==> src/rtl/irq_chan_pkg.sv <==
// Package of offsets, bit positions and reset values for the metering interrupt block.
package irq_chan_pkg;
  // Register indices; the byte address on the bus is four times the index.
  localparam logic [9:0] IDX_EN_MAIN = 10'h22c;
  localparam logic [9:0] IDX_ST_MAIN = 10'h22d;
  localparam logic [9:0] IDX_CLR_MAIN = 10'h22e;
  localparam logic [9:0] IDX_EN_ALIAS = 10'h32c;
  localparam logic [9:0] IDX_ST_ALIAS = 10'h32d;
  localparam logic [9:0] IDX_CLR_ALIAS = 10'h32e;
  localparam logic [9:0] IDX_ZX_LIMIT = 10'h3f0;
  localparam logic [9:0] IDX_OC_THR = 10'h3f1;
  localparam logic [9:0] IDX_OV_THR = 10'h3f2;
  localparam int ADR_W = 12;
  localparam int NUM_EV = 22;
  localparam int PEAK_W = 24;
  localparam int ZX_W = 16;
  // Status and enable bit positions.
  localparam int B_HALF = 0;
  localparam int B_OVF = 3;
  localparam int B_NOLOAD = 6;
  localparam int B_ASIGN = 9;
  localparam int B_RSIGN = 10;
  localparam int B_VOLTAGE_ZERO_CROSS_TIMEOUT_I = 11;
  localparam int B_ZX_I = 12;
  localparam int B_OC = 13;
  localparam int B_VOLTAGE_ZERO_CROSS_TIMEOUT_V = 14;
  localparam int B_ZX_V = 15;
  localparam int B_OV = 16;
  localparam int B_NEW_WAVEFORM_SAMPLE = 17;
  localparam int B_CYC = 18;
  localparam int B_SAG = 19;
  localparam int B_RST = 20;
  localparam int B_CRC = 21;
  // Reset values, and the enable bits that are always forced on.
  localparam logic [NUM_EV-1:0] EN_RST = 22'h000000;
  localparam logic [NUM_EV-1:0] ST_RST = 22'h100000;
  localparam logic [NUM_EV-1:0] EN_FORCED = 22'h100000;
  localparam logic [ZX_W-1:0] ZX_LIMIT_RST = 16'hffff;
  localparam logic [PEAK_W-1:0] OC_THR_RST = 24'hffffff;
  localparam logic [PEAK_W-1:0] OV_THR_RST = 24'hffffff;
  typedef enum logic [3:0] {
    SEL_NONE = 4'h1,
    SEL_EN = 4'h2,
    SEL_ST = 4'h4,
    SEL_CLR = 4'h8
  } reg_sel_e;
endpackage : irq_chan_pkg

==> src/rtl/metering_irq_channel_a_voltage.sv <==
// Interrupt enable and status logic for current channel one and the voltage channel.
module metering_irq_channel_a_voltage
  import irq_chan_pkg::*;
(
  input wire logic i_mclk,
  input wire logic i_nrst,
  input wire logic i_wb_cyc,
  input wire logic i_wb_stb,
  input wire logic i_wb_we,
  input wire logic [ADR_W-1:0] i_wb_adr,
  input wire logic [3:0] i_wb_sel,
  input wire logic [31:0] i_wb_dat,
  output logic [31:0] o_wb_dat,
  output logic o_wb_ack,
  input wire logic [2:0] i_half_full,
  input wire logic [2:0] i_energy_overflow,
  input wire logic [2:0] i_power_no_load,
  input wire logic i_active_sign,
  input wire logic i_reactive_sign,
  input wire logic i_current_zero_cross,
  input wire logic i_voltage_zero_cross,
  input wire logic i_zx_tick,
  input wire logic [PEAK_W-1:0] i_current_peak,
  input wire logic [PEAK_W-1:0] i_voltage_peak,
  input wire logic i_new_waveform_sample,
  input wire logic i_line_cycle_end,
  input wire logic i_sag_event,
  input wire logic i_soft_reset_done,
  input wire logic [31:0] i_checksum,
  output logic o_irq_n
);

  ////////////////////////////////////////////////////////////////////////////
  // Address decode.

  function automatic reg_sel_e decode(input logic [ADR_W-1:0] adr);
    logic [9:0] idx;
    idx = adr[ADR_W-1:2];
    if (idx == IDX_EN_MAIN || idx == IDX_EN_ALIAS)
      return SEL_EN;
    else if (idx == IDX_ST_MAIN || idx == IDX_ST_ALIAS)
      return SEL_ST;
    else if (idx == IDX_CLR_MAIN || idx == IDX_CLR_ALIAS)
      return SEL_CLR;
    else
      return SEL_NONE;
  endfunction : decode

  logic ack_next;
  logic wr_go;
  logic rd_go;
  reg_sel_e sel;
  logic [9:0] idx;

  assign ack_next = i_wb_cyc && i_wb_stb && !o_wb_ack;
  assign wr_go = ack_next && i_wb_we;
  assign rd_go = ack_next && !i_wb_we;
  assign sel = decode(i_wb_adr);
  assign idx = i_wb_adr[ADR_W-1:2];

  ////////////////////////////////////////////////////////////////////////////
  // Software registers.

  logic [NUM_EV-1:0] enable_reg;
  logic [ZX_W-1:0] zx_limit_reg;
  logic [PEAK_W-1:0] oc_thr_reg;
  logic [PEAK_W-1:0] ov_thr_reg;
  logic [NUM_EV-1:0] status_reg;
  logic [NUM_EV-1:0] eff_en;

  // Byte lanes beyond the stored width are dropped.
  always_ff @(posedge i_mclk or negedge i_nrst)
  begin
    if (!i_nrst)
    begin
      enable_reg <= EN_RST;
      zx_limit_reg <= ZX_LIMIT_RST;
      oc_thr_reg <= OC_THR_RST;
      ov_thr_reg <= OV_THR_RST;
    end
    else if (wr_go)
    begin
      for (int b = 0; b < 3; b++)
      begin
        if (i_wb_sel[b])
        begin
          if (sel == SEL_EN)
          begin
            for (int k = 0; k < 8; k++)
            begin
              if (b * 8 + k < NUM_EV)
                enable_reg[b*8+k] <= i_wb_dat[b*8+k];
            end
          end
          if (idx == IDX_OC_THR)
            oc_thr_reg[b*8+:8] <= i_wb_dat[b*8+:8];
          if (idx == IDX_OV_THR)
            ov_thr_reg[b*8+:8] <= i_wb_dat[b*8+:8];
          if (idx == IDX_ZX_LIMIT && b < 2)
            zx_limit_reg[b*8+:8] <= i_wb_dat[b*8+:8];
        end
      end
    end
  end

  assign eff_en = enable_reg | EN_FORCED;

  ////////////////////////////////////////////////////////////////////////////
  // Event detection.

  logic [2:0] no_load_prev_reg;
  logic asign_prev_reg;
  logic rsign_prev_reg;
  logic oc_prev_reg;
  logic ov_prev_reg;
  logic [31:0] chk_prev_reg;
  logic chk_valid_reg;
  logic oc_now;
  logic ov_now;

  assign oc_now = i_current_peak > oc_thr_reg;
  assign ov_now = i_voltage_peak > ov_thr_reg;

  // The first cycle after reset only primes the sign and checksum history, so a
  // sign input that is already high when reset lifts does not count as a change.
  always_ff @(posedge i_mclk or negedge i_nrst)
  begin
    if (!i_nrst)
    begin
      no_load_prev_reg <= 3'h0;
      asign_prev_reg <= 1'b0;
      rsign_prev_reg <= 1'b0;
      oc_prev_reg <= 1'b0;
      ov_prev_reg <= 1'b0;
      chk_prev_reg <= 32'h0;
      chk_valid_reg <= 1'b0;
    end
    else
    begin
      no_load_prev_reg <= i_power_no_load;
      asign_prev_reg <= i_active_sign;
      rsign_prev_reg <= i_reactive_sign;
      oc_prev_reg <= oc_now;
      ov_prev_reg <= ov_now;
      chk_prev_reg <= i_checksum;
      chk_valid_reg <= 1'b1;
    end
  end

  ////////////////////////////////////////////////////////////////////////////
  // Zero-crossing timeouts: index 0 is current, index 1 is voltage.

  logic [1:0] zx_cross;
  logic [ZX_W-1:0] zx_cnt_reg [2];
  logic zx_armed_reg [2];
  logic zx_fire_reg [2];

  assign zx_cross = {i_voltage_zero_cross, i_current_zero_cross};

  // A timeout fires once and rearms only at the next crossing.
  for (genvar g = 0; g < 2; g++)
  begin : g_voltage_zero_cross_timeout
    always_ff @(posedge i_mclk or negedge i_nrst)
    begin
      if (!i_nrst)
      begin
        zx_cnt_reg[g] <= '0;
        zx_armed_reg[g] <= 1'b1;
        zx_fire_reg[g] <= 1'b0;
      end
      else
      begin
        zx_fire_reg[g] <= 1'b0;
        if (zx_cross[g])
        begin
          zx_cnt_reg[g] <= '0;
          zx_armed_reg[g] <= 1'b1;
        end
        else if (i_zx_tick && zx_armed_reg[g])
        begin
          if (zx_cnt_reg[g] + 16'h1 >= zx_limit_reg)
          begin
            zx_fire_reg[g] <= 1'b1;
            zx_armed_reg[g] <= 1'b0;
          end
          else
            zx_cnt_reg[g] <= zx_cnt_reg[g] + 16'h1;
        end
      end
    end
  end

  ////////////////////////////////////////////////////////////////////////////
  // Status register.

  logic [NUM_EV-1:0] set_vec;
  logic [NUM_EV-1:0] clr_vec;
  logic [NUM_EV-1:0] status_next;

  always_comb
  begin
    set_vec = '0;
    set_vec[B_HALF+:3] = i_half_full;
    set_vec[B_OVF+:3] = i_energy_overflow;
    set_vec[B_NOLOAD+:3] = i_power_no_load & ~no_load_prev_reg;
    set_vec[B_ASIGN] = chk_valid_reg && (i_active_sign ^ asign_prev_reg);
    set_vec[B_RSIGN] = chk_valid_reg && (i_reactive_sign ^ rsign_prev_reg);
    set_vec[B_VOLTAGE_ZERO_CROSS_TIMEOUT_I] = zx_fire_reg[0];
    set_vec[B_ZX_I] = i_current_zero_cross;
    set_vec[B_OC] = oc_now && !oc_prev_reg;
    set_vec[B_VOLTAGE_ZERO_CROSS_TIMEOUT_V] = zx_fire_reg[1];
    set_vec[B_ZX_V] = i_voltage_zero_cross;
    set_vec[B_OV] = ov_now && !ov_prev_reg;
    set_vec[B_NEW_WAVEFORM_SAMPLE] = i_new_waveform_sample;
    set_vec[B_CYC] = i_line_cycle_end;
    set_vec[B_SAG] = i_sag_event;
    set_vec[B_RST] = i_soft_reset_done;
    set_vec[B_CRC] = chk_valid_reg && (i_checksum != chk_prev_reg);
  end

  // A clearing read empties the status; a new event in that cycle survives.
  assign clr_vec = (rd_go && sel == SEL_CLR) ? '1 : '0;
  assign status_next = (status_reg & ~clr_vec) | set_vec;

  // Bit 20 comes out of hardware reset set.
  always_ff @(posedge i_mclk or negedge i_nrst)
  begin
    if (!i_nrst)
      status_reg <= ST_RST;
    else
      status_reg <= status_next;
  end

  ////////////////////////////////////////////////////////////////////////////
  // Bus answer and interrupt output.

  always_ff @(posedge i_mclk or negedge i_nrst)
  begin
    if (!i_nrst)
    begin
      o_wb_ack <= 1'b0;
      o_wb_dat <= 32'h0;
    end
    else
    begin
      o_wb_ack <= ack_next;
      if (rd_go)
      begin
        unique case (sel)
          SEL_EN: o_wb_dat <= {10'h0, eff_en};
          SEL_ST: o_wb_dat <= {10'h0, status_reg};
          SEL_CLR: o_wb_dat <= {10'h0, status_reg};
          SEL_NONE:
          begin
            if (idx == IDX_ZX_LIMIT)
              o_wb_dat <= {16'h0, zx_limit_reg};
            else if (idx == IDX_OC_THR)
              o_wb_dat <= {8'h0, oc_thr_reg};
            else if (idx == IDX_OV_THR)
              o_wb_dat <= {8'h0, ov_thr_reg};
            else
              o_wb_dat <= 32'h0;
          end
        endcase
      end
    end
  end

  always_ff @(posedge i_mclk or negedge i_nrst)
  begin
    if (!i_nrst)
      o_irq_n <= 1'b1;
    else
      o_irq_n <= !(|(status_reg & eff_en));
  end
endmodule : metering_irq_channel_a_voltage

==> config.mk <==
export PLATFORM = sky130hd
export DESIGN_NAME = metering_irq_channel_a_voltage
export DESIGN_NICKNAME = d
export VERILOG_FILES = /design/src/rtl/irq_chan_pkg.sv /design/src/rtl/metering_irq_channel_a_voltage.sv
export SDC_FILE = /design/constraint.sdc
export NUM_CORES = 1
export LEC_CHECK = 0
export ABC_AREA = 1
export BUFFER_PORTS_ARGS = -buffer_cell sky130_fd_sc_hd__clkbuf_2
export CAP_MARGIN = 20
export CELL_PAD_IN_SITES_DETAIL_PLACEMENT = 1
export CELL_PAD_IN_SITES_GLOBAL_PLACEMENT = 2
export CORE_UTILIZATION = 34
export DETAILED_ROUTE_END_ITERATION = 12
export PLACE_DENSITY_LB_ADDON = 0.1
export SYNTH_ARGS = -nofsm -noshare
export SYNTH_HDL_FRONTEND = slang
export SYNTH_SLANG_ARGS = --single-unit
==> constraint.sdc <==
create_clock -name i_mclk -period 3.8 [get_ports i_mclk]
set_input_delay 0.19 -clock i_mclk [delete_from_list [all_inputs] [get_ports i_mclk]]
set_output_delay 0.19 -clock i_mclk [all_outputs]
set_load 0.03 [all_outputs]
# Word-level counts from Yosys, hierarchy flattened
# Index checks and enable logic that the tools add are counted.
word_totals:
  in_bits: 151
  output_inout_bits: 34
  register_bits: 218
op_classes:
  add_sub_neg: 2
  bitwise: 8
  order_cmp: 4
  eq_ne: 16
  mux: 26
  reduce_logical: 41
op_table:
  columns: ["operator", "count"]
  rows:
  - ["two-way mux 16 bit", 6]
  - ["case mux 32 bit (3 select lines)", 1]
  - ["equality test 10 bit, second input constant", 9]
  - ["two-way mux 24 bit", 3]
  - ["greater-than comparator 24 bit", 2]
  - ["bitwise AND 22 bit", 2]
  - ["AND reduction 3 bit", 11]
  - ["adder 16 x 1 -> 16 bit, second input constant", 2]
  - ["greater-or-equal comparator 16 bit", 2]
  - ["inequality test 32 bit", 1]
  - ["two-way mux 22 bit", 1]
  - ["inverter 22 bit", 1]
  - ["bitwise OR 22 bit", 1]
  - ["OR reduction 22 bit", 1]
  - ["logical AND 1 bit", 12]
  - ["two-way mux 1 bit", 12]
  - ["two-way mux 4 bit", 3]
  - ["AND reduction 2 bit", 4]
  - ["nonzero test 2 bit", 4]
  - ["logical NOT 1 bit", 5]
  - ["equality test 4 x 1 -> 1 bit, second input constant", 1]
  - ["equality test 4 x 2 -> 1 bit, second input constant", 1]
  - ["equality test 4 x 3 -> 1 bit, second input constant", 1]
  - ["equality test 4 bit, second input constant", 1]
  - ["other kinds (6)", 10]

# Longest topological paths before layout
logic_depth:
  ltp_word: 11
  depth_mapped: 17
  mapped_depth_nobuf: 16

# Worst setup path after synthesis
# Ideal clock, no wire load.
synth_timing:
  path_type: "reg-to-reg"
  startpoint: "register zx_cnt_reg[0] (netlist name)"
  endpoint: "register zx_cnt_reg[10] (netlist name)"
  path_stages_with_launch: 15
  synth_period_minus_slack_ns: 2.648
  path_buffers: 1
  setup_ns: 0.066
  slack_ns: 1.152
  arrival_ns: 2.582
  required_time_ns: 3.734
  path_cell_list: "dfrtp_1 nand3_1 nor3_1 nand2_1 xor2_1 inv_1 ha_1 a21oi_1 nand2_1 a21oi_1 nand3_1 nand2_1 clkbuf_1 nand3_1 nand2_1"
synth_via:
  elab_chain_len: 4
  elab_cells_between_ends: 7
  classes_between: "1 x add/sub; 1 x order compare; 1 x eq/ne; 3 x mux; 1 x reduce/logical"
synth_rtl:
  columns: ["item", "line", "rtl"]
  rows:
  - ["start, declared", "metering_irq_channel_a_voltage.sv:154", "logic [ZX_W-1:0] zx_cnt_reg [2];"]
  - ["start signal, assigned by index", "metering_irq_channel_a_voltage.sv:187", "zx_cnt_reg[g] <= zx_cnt_reg[g] + 16'h1;"]
  - ["adder 16 x 1 -> 16 bit (*)", "metering_irq_channel_a_voltage.sv:181, metering_irq_channel_a_voltage.sv:187", null]
  - ["greater-or-equal comparator 16 bit or two-way mux 16 bit (tied branches)", "metering_irq_channel_a_voltage.sv:181", "if (zx_cnt_reg[g] + 16'h1 >= zx_limit_reg)"]
  - ["inequality test 2 bit (no source line) or two-way mux 16 bit (tied branches)", null, null]
  - ["AND reduction 2 bit (no source line) or two-way mux 16 bit (tied branches)", null, null]
# Mark *: on every way between the ends. The rest lies on a longest branch, timed or not. The select of a mux whose other input is x is not followed.
# A chain may end at the register's enable or synchronous reset.

# Final worst setup path
layout_timing:
  startpoint: "register zx_cnt_reg[4] (netlist name)"
  endpoint: "register zx_cnt_reg[2] (netlist name)"
layout_via:
  elab_chain_len: 4
layout_rtl:
  columns: ["item", "line"]
  rows:
  - ["adder 16 x 1 -> 16 bit", "metering_irq_channel_a_voltage.sv:181"]
  - ["greater-or-equal comparator 16 bit", "metering_irq_channel_a_voltage.sv:181"]
  - ["inequality test 2 bit (no source line)", null]
  - ["AND reduction 2 bit (no source line)", null]
# Every way passes these cells.

==> impl_metrics.py <==
metrics = {
    "cells_and_area": {
        "nNetsFinal": 1978,
        "synthToLayoutAreaGrowth_pct": 24.4,
        "insertedDiodeCount": 0,
        "fin_util_pct": 42.9,
        "fillers": 4234,
        "drive_gt1_share_pct": 17.7,
    },
    "clock_tree": {
        "cts.path.max_buffers": 3,
        "cts.sink_count": 209,
        "cts.reportedPaths.clkPinSlew_ns": 0.06,
        "cts-buffers-inserted": 26,
        "htreeDepth": 1,
        "ctsResizeCount": 0,
        "cts-hold-fix-buffers": 72,
        "cts-root-buf": "clkbuf_16",
        "cts_setup_buffers": 0,
        "tritoncts": "built",
        "clock_latency_ns": 0.53,
    },
    "global_route": {
        "grt_pass1_wl_mm": 63.7,
        "antenna_found_initial": 1,
        "grt_max_degree": 96,
        "overflow": 0,
        "first_global_vias": 11500,
        "grt_usage_pct": 22.8,
    },
    "power": {
        "power_frac_clock_pct": 44.7,
        "p_seq_share_pct": 40.8,
        "power.density_nw_per_um2": 391,
        "leakage_nw": 7.82,
        "max-vdd-ir-drop_mv": 0.357,
        "p_sw_w": 0.00159,
        "switching_share_pct": 27.4,
        "pwr-share-comb_pct": 14.4,
        "p_int_w": 0.00420,
    },
    "sta": {
        "period_needed_ns": 3.12,
        "post-route-period-util_pct": 82.2,
        "setup_slack_ns": 0.675,
        "finalSetupTns_ns": 0,
        "max_freq_ghz": 0.320,
        "worst-slew-pin-transition_ns": 1.08,
        "relSlewSlack_pct": 27.9,
        "finalHoldViolCount": 0,
        "fin_skew_ns": 0.0159,
        "rsz0062_at_grt": "no",
        "slew_violations": 0,
        "setup_viol": 0,
    },
    "critical_path": {
        "crit_fanout": 16,
        "worstSetupEndpointType": "flip-flop",
        "cpMaxStageDelayCell": "dfrtp_1",
        "critPathMaxStageDelay_ns": 0.45,
        "cp.arrival_ns": 3.55,
        "crit_path_cell_trace": "inv_1, nor3_1, nand2_1, xor2_1, inv_1, ha_1, nand4_1, nor3_1, nand2_1, nand3_1, nand2_1, nand3_1, nand2_1",
        "cp_common_cell": "nand2_1",
        "critPathBufInv": 2,
        "critical_path_class": "flip-flop to flip-flop",
        "required_ns": 4.22,
        "path_delay_family": "simple AND/OR/NAND/NOR gates",
        "start_kind": "flip-flop",
    },
    "floorplanning": {
        "rows": 68,
        "start_util_pct": 34.5,
        "die_h_um": 189,
        "ios": 185,
        "core-area_um2": 34500,
        "die-area_um2": 35800,
        "fp.dieW_um": 189,
    },
    "route": {
        "via_per_inst": 4.87,
        "first_pass_iters": 4,
        "ant_nets": 0,
        "wl_per_cell_um": 17.9,
        "routed_wl_mm": 39.7,
        "via_count": 10800,
        "drc": 0,
        "drt_iter0_markers": 436,
    },
    "yosys": {
        "synth_area_leaders": "dfrtp_1 30%, dfstp_2 15%, nand2_1 12%, ha_1 8.6%, inv_1 6.6%",
        "synthCells": 1507,
        "async_flop_share_pct": 100,
        "synth_edf_count": 0,
        "yosysWarnings": 0,
        "seq_area_frac_synth_pct": 44.6,
        "yosys_most_used_dff": "dfrtp_1",
        "syn_avg_cell_area_um2": 7.90,
        "synth_seq_cells": 209,
        "synth.distinct_cells": 39,
        "synth_top_area_share_pct": 29.6,
        "netlist_area_um2": 11900,
        "synth.largest_area_cell": "dfrtp_1",
    },
    "min_path": {
        "min_path_type": "input port to flip-flop",
    },
    "status": {
        "status": "complete, no violations",
    },
    "place": {
        "dp_hpwl_mm": 29.2,
        "dp_slack_ns": 0.681,
        "place.port_buffers": 165,
        "place_congestion": 0.807,
    },
    "run": {
        "cap_violations": 0,
    },
}
## cell families (layout without fill, tap and decap cells)
logic type,after synthesis,in the layout,synth area share (%)
AND/OR/NAND/NOR,688,688,24.7
buffers and inverters,257,507,8.65
other,2,9,0.0631
multiplexers,1,1,0.0841
AO/OA/AOI/OAI,231,231,10.5
XOR/XNOR,37,37,2.72
adder cells (fa/ha/maj),82,82,8.62
flip-flops,209,209,44.6
## cells in the final DEF, fill, tap and decap left out, types with 16 or more instances in the layout
cell type / count
xor2_1: 21
inv_1: 208
nand2_1: 384
clkbuf_2: 164
dfstp_2: 68
nor3_1: 18
nand3_1: 118
clkbuf_16: 27
nand4_1: 22
xnor2_1: 16
o21ai_0: 136
nor2_1: 121
a21oi_1: 43
ha_1: 82
dfrtp_1: 141
dlygate4sd3_1: 72
## stage by stage
step | power, W | instance area [um2] | hold slack, ns | std cells
floorplan | 0.00286 | 11900 | -0.106 | 1514
global placement | 0.00317 | 13200 | 0.287 | 2099
detailed placement | 0.00319 | 13200 | 0.289 | 2099
CTS | 0.00589 | 14800 | 0.00889 | 2218
global route | 0.00607 | 14800 | 0.0353 | 2219
finish | 0.00580 | 14800 | 0.0306 | 2219
## cell usage after synthesis, types with 2 or more instances
library cell / n
o22ai_1: 11
nand3_1: 118
o21bai_1: 13
nor3_1: 18
o211ai_1: 4
o21ai_1: 10
o21ai_0: 136
clkbuf_1: 20
nor2_1: 121
xnor2_1: 16
xor2_1: 21
nor2_4: 3
buf_4: 11
inv_2: 3
a21oi_1: 43
dfstp_2: 68
a21o_1: 4
nand4_1: 22
ha_1: 82
a31o_2: 2
a22o_1: 5
buf_2: 12
nor2_2: 7
o21a_1: 2
or2_2: 7
conb_1: 2
dfrtp_1: 141
inv_1: 208
and2_1: 2
nor3_4: 3
nand2_1: 384
## per-layer routing
layer | vias to the layer above | wire length [um] | GRT usage [%]
li1 | 5305 | - | -
met1 | 5261 | 18300 | 30.3
met2 | 184 | 18900 | 39.2
met3 | 59 | 1470 | 2.72
met4 | 2 | 1060 | 6.30
met5 | - | 9 | 0
## tightest hold or removal path: cells and delay by family
kind                   cells  cell delay, ns
and+or+nand+nor            1            0.09
buffers and inverters      2            0.22
## power by group through the flow
stage          Clock (W)  Sequential, W  Combinational [W]
3_5_place_dp           0        0.00241           0.000788
4_1_cts          0.00267        0.00237           0.000851
5_1_grt          0.00275        0.00238           0.000951
6_report         0.00259        0.00237           0.000835
3_3_place_gp           0        0.00240           0.000770
2_1_floorplan          0        0.00242           0.000442
## worst paths after layout
kind | cells after the start | slack, ns | from | end
min | 3 | 0.03 | i_wb_stb | o_wb_ack
min in group asynchronous | 2 | 0.28 | i_nrst | chk_prev_reg[10]
max | 13 | 0.68 | zx_cnt_reg[4] | zx_cnt_reg[2]
max in group asynchronous | 3 | 2.49 | i_nrst | zx_limit_reg[10]
min reg2reg | 1 | 0.44 | no_load_prev_reg[0] | status_reg[6]
max reg2reg | 13 | 0.68 | zx_cnt_reg[4] | zx_cnt_reg[2]
## cell type report
class | instances | area, um2 | area share, %
Clock buffer | 39 | 771 | 5.20
Timing Repair Buffer | 248 | 1650 | 11.1
Inverter | 212 | 797 | 5.38
Sequential cell | 209 | 5320 | 35.9
Clock inverter | 8 | 115 | 0.777
Multi-Input combinational cell | 1048 | 5600 | 37.8
Tap cell | 455 | 569 | 3.84
Note: power is estimated with default switching activity, not from simulation.
